===== src/verilog/gpg_pkg.sv =====
// gpio port g constants: register map, field positions, reset values.
// assumes a 32-bit apb master and a 200 mhz system clock.
package gpg_pkg;

   ////////////////////////////////////////////////////////////////////////////////
   // port shape
   localparam int GPG_IO_PINS = 5;
   localparam int GPG_ONLY_BIT = 5;
   localparam int GPG_PAD_W = GPG_ONLY_BIT + 1;
   localparam int GPG_REG_W = 8;
   localparam int GPG_SYNC_STAGES = 2;

   ////////////////////////////////////////////////////////////////////////////////
   // apb map
   localparam int GPG_ADDR_W = 12;
   localparam int GPG_DATA_W = 32;
   localparam int GPG_STRB_W = 4;
   localparam logic [11:0] GPG_OFS_PIN_VALUE = 12'h000;
   localparam logic [11:0] GPG_OFS_OUTPUT_LATCH = 12'h004;
   localparam logic [11:0] GPG_OFS_DIRECTION = 12'h008;
   localparam logic [11:0] GPG_OFS_CONFIG = 12'h00c;

   ////////////////////////////////////////////////////////////////////////////////
   // fields and reset values
   localparam int GPG_MCE_BIT = 7;
   localparam int GPG_MASTER_CLEAR_INPUT_STAT_BIT = 0;
   localparam int GPG_LOW_LANE = 0;
   localparam logic GPG_MCE_RESET = 1'b1;
   localparam logic [7:0] GPG_DIR_RESET = 8'h1f;
   localparam logic [7:0] GPG_LATCH_RESET = 8'h00;

endpackage : gpg_pkg


===== src/verilog/gpg_sync_if.sv =====
// carrier between the port and its pad synchroniser.
// assumes raw levels arrive asynchronously from the pads.
`timescale 1ns/1ps
interface gpg_sync_if #(parameter int W = 6);
   logic [W-1:0] raw;
   logic [W-1:0] synced;
   modport sync (input raw, output synced);
   modport user (output raw, input synced);
endinterface : gpg_sync_if


===== src/verilog/gpg_port.sv =====
// gpio port g: five bidirectional pins, one input-only pin, apb registers.
// assumes an apb master on clk, pads resolved by the surroundings from
// pad_out and pad_oe, and peripherals on the same clock as this block.
//
// Function
// six pins: five bidirectional at bits 0..4, one input-only at bit 5
// direction bit 1 makes the pin an input, driver released
// direction bit 0 drives the output latch onto the pin
// output latch is memory mapped; reads return latch, not pin
// an enabled peripheral forces pin direction regardless of direction bit
// peripheral override never lands in the direction register
// every reset returns the direction register to all ones
// master clear enable set (default) makes pin 5 the master clear
// master clear enable clear makes pin 5 a plain input-only pin
// pin value bit 5 shows pin 5 only without master clear; 7:6 zero
// latch kept across master clear; defined only by power-on reset
// pin 1 shared with serial two transmit/clock, pin 2 with receive/data
// pins 0, 3, 4 shared with capture/pwm channels three, four, five
// pin value reads sampled pins; writes go to the output latch
`timescale 1ns/1ps
module gpg_port #(
   parameter int IO_PINS = gpg_pkg::GPG_IO_PINS
) (
   // clock and reset
   input wire logic clk,
   input wire logic sys_rst,
   // apb slave
   input wire logic [gpg_pkg::GPG_ADDR_W-1:0] paddr,
   input wire logic psel,
   input wire logic penable,
   input wire logic pwrite,
   input wire logic [gpg_pkg::GPG_DATA_W-1:0] pwdata,
   input wire logic [gpg_pkg::GPG_STRB_W-1:0] pstrb,
   output logic [gpg_pkg::GPG_DATA_W-1:0] prdata,
   output logic pready,
   output logic pslverr,
   // pads
   input wire logic [gpg_pkg::GPG_PAD_W-1:0] pad_in,
   output logic [IO_PINS-1:0] pad_out,
   output logic [IO_PINS-1:0] pad_oe,
   // peripheral sharing
   input wire logic [IO_PINS-1:0] periph_enable,
   input wire logic [IO_PINS-1:0] periph_force_out,
   input wire logic [IO_PINS-1:0] periph_data_out,
   output logic [gpg_pkg::GPG_PAD_W-1:0] periph_data_in,
   // device reset request from pin 5
   output logic master_clear_reset
);
   import gpg_pkg::*;

   ////////////////////////////////////////////////////////////////////////////////
   // elaboration check

   generate
      if (IO_PINS < 1 || IO_PINS > GPG_ONLY_BIT) begin : g_bad_width
         $error("gpg_port: IO_PINS must lie in 1..5");
      end
   endgenerate

   ////////////////////////////////////////////////////////////////////////////////
   // state

   typedef struct packed {
      logic [IO_PINS-1:0] latch;
      logic [IO_PINS-1:0] dir;
      logic mce;
      logic master_clear_input;
      logic [IO_PINS-1:0] pout;
      logic [IO_PINS-1:0] poe;
      logic ready;
      logic slverr;
      logic [GPG_DATA_W-1:0] rdata;
   } gpg_regs_t;

   gpg_regs_t r;
   gpg_regs_t next_r;

   ////////////////////////////////////////////////////////////////////////////////
   // pad synchroniser

   gpg_sync_if #(.W(GPG_PAD_W)) pin_sif ();

   assign pin_sif.raw = pad_in;

   gpg_sync #(
      .W(GPG_PAD_W)
   ) u_sync (
      .clk(clk),
      .sys_rst(sys_rst),
      .sif(pin_sif.sync)
   );

   logic [GPG_PAD_W-1:0] pin_lvl;

   assign pin_lvl = pin_sif.synced;

   ////////////////////////////////////////////////////////////////////////////////
   // per-pin drive selection

   logic [IO_PINS-1:0] drv_oe;
   logic [IO_PINS-1:0] drv_val;

   // pin 0, 3, 4 carry the capture/pwm channels, pins 1, 2 the serial port;
   // which one is enabled is the peripheral's business, not ours
   generate
      for (genvar i = 0; i < IO_PINS; i++) begin : g_pin
         // an enabled peripheral decides direction on its own
         assign drv_oe[i] = periph_enable[i] ? periph_force_out[i] : ~r.dir[i];
         // forced input by a peripheral leaves the driver off
         assign drv_val[i] = (periph_enable[i] & periph_force_out[i])
            ? periph_data_out[i] : r.latch[i];
      end
   endgenerate

   ////////////////////////////////////////////////////////////////////////////////
   // apb decode

   logic setup_phase;
   logic write_take;
   logic addr_mapped;
   logic low_lane;
   logic [GPG_REG_W-1:0] rd_byte;
   logic [GPG_REG_W-1:0] wr_byte;

   // answer is prepared in the setup cycle so pready can come from a flop
   assign setup_phase = psel & ~penable & ~r.ready;
   assign write_take = psel & penable & r.ready & pwrite & ~r.slverr;
   assign low_lane = pstrb[GPG_LOW_LANE];
   assign wr_byte = pwdata[GPG_REG_W-1:0];

   always_comb begin
      case (paddr)
         GPG_OFS_PIN_VALUE: addr_mapped = 1'b1;
         GPG_OFS_OUTPUT_LATCH: addr_mapped = 1'b1;
         GPG_OFS_DIRECTION: addr_mapped = 1'b1;
         GPG_OFS_CONFIG: addr_mapped = 1'b1;
         default: addr_mapped = 1'b0;
      endcase
   end

   ////////////////////////////////////////////////////////////////////////////////
   // read mux

   always_comb begin
      rd_byte = '0;
      case (paddr)
         GPG_OFS_PIN_VALUE: begin
            // sampled pin levels, never the latch
            rd_byte[IO_PINS-1:0] = pin_lvl[IO_PINS-1:0];
            // pin 5 is hidden while it serves as master clear
            rd_byte[GPG_ONLY_BIT] = pin_lvl[GPG_ONLY_BIT] & ~r.mce;
         end
         GPG_OFS_OUTPUT_LATCH: begin
            rd_byte[IO_PINS-1:0] = r.latch;
         end
         GPG_OFS_DIRECTION: begin
            // software value only; overrides live in drv_oe
            rd_byte[IO_PINS-1:0] = r.dir;
         end
         GPG_OFS_CONFIG: begin
            rd_byte[GPG_MCE_BIT] = r.mce;
            rd_byte[GPG_MASTER_CLEAR_INPUT_STAT_BIT] = r.master_clear_input;
         end
         default: begin
            rd_byte = '0;
         end
      endcase
   end

   ////////////////////////////////////////////////////////////////////////////////
   // next state

   always_comb begin
      next_r = r;

      // bus answer: one access cycle, no wait states
      next_r.ready = setup_phase;
      next_r.slverr = setup_phase & ~addr_mapped;
      next_r.rdata = '0;
      if (setup_phase && !pwrite && addr_mapped) begin
         next_r.rdata = GPG_DATA_W'(rd_byte);
      end

      // register writes, low byte lane only
      if (write_take && low_lane) begin
         case (paddr)
            GPG_OFS_PIN_VALUE: begin
               // same effect as a latch write
               next_r.latch = wr_byte[IO_PINS-1:0];
            end
            GPG_OFS_OUTPUT_LATCH: begin
               next_r.latch = wr_byte[IO_PINS-1:0];
            end
            GPG_OFS_DIRECTION: begin
               next_r.dir = wr_byte[IO_PINS-1:0];
            end
            GPG_OFS_CONFIG: begin
               next_r.mce = wr_byte[GPG_MCE_BIT];
            end
            default: begin
               next_r.latch = r.latch;
            end
         endcase
      end

      // pin 5 low with master clear enabled resets the device
      next_r.master_clear_input = r.mce & ~pin_lvl[GPG_ONLY_BIT];
      // without master clear pin 5 is only read, never reset source
      if (!r.mce) begin
         next_r.master_clear_input = 1'b0;
      end

      // master clear is an other-reset: direction back to inputs,
      // latch untouched; it wins over a direction write in flight
      if (r.master_clear_input) begin
         next_r.dir = GPG_DIR_RESET[IO_PINS-1:0];
         next_r.latch = r.latch;
      end

      // pad drivers; one cycle behind the registers by design,
      // so every pad output comes from a flop
      next_r.poe = drv_oe;
      next_r.pout = drv_val;
   end

   ////////////////////////////////////////////////////////////////////////////////
   // registers

   always_ff @(posedge clk) begin
      if (sys_rst) begin
         // power-on: latch is undefined on silicon, cleared here for a
         // deterministic start
         r.latch <= GPG_LATCH_RESET[IO_PINS-1:0];
         r.dir <= GPG_DIR_RESET[IO_PINS-1:0];
         r.mce <= GPG_MCE_RESET;
         r.master_clear_input <= 1'b0;
         r.pout <= '0;
         r.poe <= '0;
         r.ready <= 1'b0;
         r.slverr <= 1'b0;
         r.rdata <= '0;
      end else begin
         r <= next_r;
      end
   end

   ////////////////////////////////////////////////////////////////////////////////
   // outputs

   // only bits 0..4 have drivers; pin 5 has no latch or direction
   assign pad_out = r.pout;
   assign pad_oe = r.poe;
   assign prdata = r.rdata;
   assign pready = r.ready;
   assign pslverr = r.slverr;
   // peripherals see the synchronised levels of all six pins
   assign periph_data_in = pin_lvl;
   assign master_clear_reset = r.master_clear_input;

endmodule : gpg_port


===== src/verilog/gpg_sync.sv =====
// two-flop synchroniser for the pad input levels.
// assumes clk is the system clock; raw comes from another domain.
`timescale 1ns/1ps
module gpg_sync #(
   parameter int W = 6
) (
   // clock and reset
   input wire logic clk,
   input wire logic sys_rst,
   // levels
   gpg_sync_if.sync sif
);
   import gpg_pkg::*;

   typedef struct packed {
      logic [W-1:0] stage1;
      logic [W-1:0] stage2;
   } gpg_sync_t;

   gpg_sync_t r;
   gpg_sync_t next_r;

   // stage1 is read only by stage2; nothing else may look at it
   always_comb begin
      next_r = r;
      next_r.stage1 = sif.raw;
      next_r.stage2 = r.stage1;
   end

   always_ff @(posedge clk) begin
      if (sys_rst) begin
         r <= '0;
      end else begin
         r <= next_r;
      end
   end

   assign sif.synced = r.stage2;

endmodule : gpg_sync


===== config.mk =====
export PLATFORM = sky130hd
export DESIGN_NAME = gpg_port
export DESIGN_NICKNAME = d
export VERILOG_FILES = /design/src/verilog/gpg_pkg.sv /design/src/verilog/gpg_sync_if.sv /design/src/verilog/gpg_port.sv /design/src/verilog/gpg_sync.sv
export SDC_FILE = /design/constraint.sdc
export NUM_CORES = 1
export LEC_CHECK = 0
export CAP_MARGIN = 15
export CORE_MARGIN = 4
export CORE_UTILIZATION = 56
export DETAILED_ROUTE_END_ITERATION = 16
export DONT_BUFFER_PORTS = 1
export PLACE_DENSITY = 0.74
export SLEW_MARGIN = 15
export SYNTH_ARGS = -nofsm -noshare
export SYNTH_HDL_FRONTEND = slang
export SYNTH_SLANG_ARGS = --single-unit

===== constraint.sdc =====
create_clock -name clk -period 1.4 [get_ports clk]
set_input_delay 0.07 -clock clk [delete_from_list [all_inputs] [get_ports clk]]
set_output_delay 0.07 -clock clk [all_outputs]
set_load 0.1 [all_outputs]

==> results.py <==
metrics = {
    "logic_synthesis": {
        "synth_warnings": 0,
        "yosysTopAreaCell": "dfxtp_1",
        "synth.ff_latch_count": 43,
        "synth_top_area_share_pct": 44.4,
        "synthTopCellsByArea": "dfxtp_1 44%, buf_4 16%, a21oi_1 4.9%",
        "synth.avg_cell_area_sq_um": 9.23,
        "synth_edf_count": 0,
        "async_reset_ff_share_pct": 0,
        "netlist_instances": 210,
        "synth.distinct_cells": 32,
        "syn_area_sq_um": 1940,
        "ys_seq_area_share_pct": 44.4,
        "synth_ff_type": "dfxtp_1",
    },
    "power_and_ir_drop": {
        "leakage_nw": 1.08,
        "power.density_nw_per_um2": 1010,
        "irDropWorstVdd_mv": 0.654,
    },
    "cells_and_area": {
        "utilization_pct": 75.5,
        "final_nets": 339,
        "final_cell_area_sq_um": 2520,
        "n_antenna_cell": 0,
        "drive_above_1_share_pct": 27.1,
        "area_growth_pct": 30.0,
    },
    "grt": {
        "grt_antenna_before_repair": 0,
        "grt_pass1_wl_microns": 7090,
        "overflow": 0,
        "grt_max_degree": 22,
        "grt_pass1_vias": 1493,
        "gr-usage-all-layers_pct": 22.2,
    },
    "placed_design": {
        "portBuffers": 0,
        "routabilityCongestion": 0.822,
        "post_dp_cell_area_sq_um": 1960,
        "hpwl_microns": 2890,
    },
    "clock_network": {
        "clkLatencyLatePin_ns": 0.37,
        "cts_num_sinks": 43,
        "clk_pin_slew_ns": 0.13,
        "htreeDepth": 2,
        "clock-root-buffer": "clkbuf_4",
        "cts_hold_buf": 43,
        "clk_path_buf_depth": 2,
        "cts_tree": "yes",
        "numCtsBuffers": 5,
    },
    "routing": {
        "route.detailed.drc": 0,
        "drtIter0Drc": 61,
        "num_vias": 1625,
        "routed_via_density": 5.21,
        "wire_per_inst_microns": 16.1,
        "ant_nets": 0,
        "first_pass_iters": 4,
        "finalWirelength_microns": 5020,
    },
    "setup_path": {
        "reg2reg_from": "pready",
        "reg2reg_to": "prdata[5]",
        "arrival_ns": 1.75,
        "endpoint_kind": "flip-flop",
        "critPathKind": "reg2reg",
        "required_ns": 1.70,
        "rrSetupSlack_ns": -0.05,
        "critPathLaunchType": "flip-flop",
        "reg2regPathDepth": 3,
        "crit_fanout": 7,
    },
    "timing": {
        "fin_crit_sh_pct": 104,
        "finalCriticalPeriod_ns": 1.45,
        "finalHoldViolCount": 6,
        "slew_violations": 0,
        "max_freq_mhz": 689,
        "rsz0062_at_grt": "yes",
        "holdWs_ns": -0.256,
        "setup_viol": 7,
        "fin_skew_ns": 0.0101,
        "tightest_slew_ns": 0.803,
        "layout_setup_ws_ns": -0.0519,
        "slew_headroom_pct": 46.3,
    },
    "min_path": {
        "worstHoldPathType": "in2reg",
        "worstHoldEndpoint": "prdata[5]",
        "timing.hold.worst.start": "paddr[3]",
        "whs_path_depth": 1,
    },
    "floorplanning": {
        "initial_utilization_pct": 58.1,
        "die-area_sq_um": 4470,
        "rows": 21,
        "io_pins": 125,
        "chipWidth_microns": 66.8,
        "coreArea_sq_um": 3340,
        "die_h_microns": 66.8,
    },
    "run": {
        "drv_cap": 0,
    },
    "run_status": {
        "failed_checks": "hold timing, setup timing",
        "status": "finished with violations",
    },
}
## through the flow
stage          instances  hold WS, ns  setup WS, ns  TNS, ns  total power, W
2_1_floorplan        234        0.198        -0.258    -1.46         0.00188
4_1_cts              311       -0.248       -0.0503   -0.113         0.00252
5_1_grt              312       -0.266        -0.114   -0.405         0.00261
3_3_place_gp         259        0.142        -0.150   -0.746         0.00184
3_5_place_dp         259        0.144        -0.199    -1.11         0.00184
6_report             312       -0.256       -0.0519   -0.194         0.00255
## final cells by class
class,instances,area (sq um)
Inverter,1,3.75
Fill cell,226,818
Clock buffer,5,37.5
Multi-Input combinational cell,139,852
Clock inverter,3,15.0
Timing Repair Buffer,75,678
Sequential cell,43,875
Tap cell,46,57.6
## timing repair
| action | in CTS | in global routing |
|---|---|---|
| endpoints found under the setup margin | 7 | 19 |
| pin swaps | 3 | 4 |
| gates resized for setup | 2 | 20 |
| setup buffers | 1 | 2 |
| hold endpoints to repair | 43 | 6 |
## critical path: stages (launching register included)
cell	delay (ns)
dfxtp_4	0.36
or4b_4	0.48
or3_4	0.41
nor4_4	0.14
## synthesized netlist by cell type (all sizes together) (6+ instances only)
| cell type | instances |
|---|---|
| dfxtp | 43 |
| buf | 45 |
| nand3 | 7 |
| clkbuf | 6 |
| mux2i | 9 |
| a21oi | 19 |
| nand2 | 11 |
| nor2b | 14 |
| nor3 | 10 |
| nor2 | 13 |
## worst max path at each step
stage,from,to,cells after the start
global route,r[52],prdata[1],5
finish,pready,prdata[5],3
detailed placement,pready,prdata[1],3
global placement,pready,prdata[5],3
floorplan,pready,prdata[5],4
CTS,pready,prdata[5],3
## sequential cells by signal, indices dropped and copies added, names as in the netlist
name                count
r                      11
prdata                  7
u_sync.next_r           6
u_sync.sif.synced       6
pad_oe                  5
pad_out                 5
master_clear_reset      1
pready                  1
pslverr                 1
## layout by cell type (no fill, tap or decap), drive strengths merged
master       count
or3              1
and4             2
nand3            7
nor4b            1
and3b            1
a311oi           1
nand2           11
dfxtp           43
or4b             1
mux4             1
o21ai            5
dlygate4sd3     41
and3             1
nand4            5
nand4b           1
clkinv           3
nor2            13
nor3b            1
or2              5
inv              1
a41oi            1
mux2i            9
a21oi           19
clkbuf           5
nand2b           1
buf             34
nor3            10
conb            25
nor2b           14
nor4             3
## per-layer routing
| metal | track usage, % | up-vias | share of wire (%) | wire [microns] |
|---|---|---|---|---|
| met1 | 23.0 | 755 | 36 | 1790 |
| li1 | - | 760 | - | - |
| met2 | 37.6 | 94 | 51 | 2570 |
| met3 | 7.42 | 16 | 10 | 510 |
| met5 | 0 | - | 0 | 0 |
| met4 | 15.2 | 0 | 3.0 | 152 |
## logic make-up (layout without fill, tap and decap cells)
group                  count (synthesis)  count (layout)  synth area share, %
other                                  1              25                0.193
AND/OR/NAND/NOR                       78              78                 23.8
buffers and inverters                 52              84                 18.7
flip-flops                            43              43                 44.4
AO/OA/AOI/OAI                         26              26                 7.10
multiplexers                          10              10                 5.81
## power breakdown
part / switching, W / internal, W / total [W]
clock: 0.000413 / 0.000187 / 0.000600
sequential: 0.0000125 / 0.00125 / 0.00126
combinational: 0.000534 / 0.000148 / 0.000682
Power figures use the tool's default switching activity.
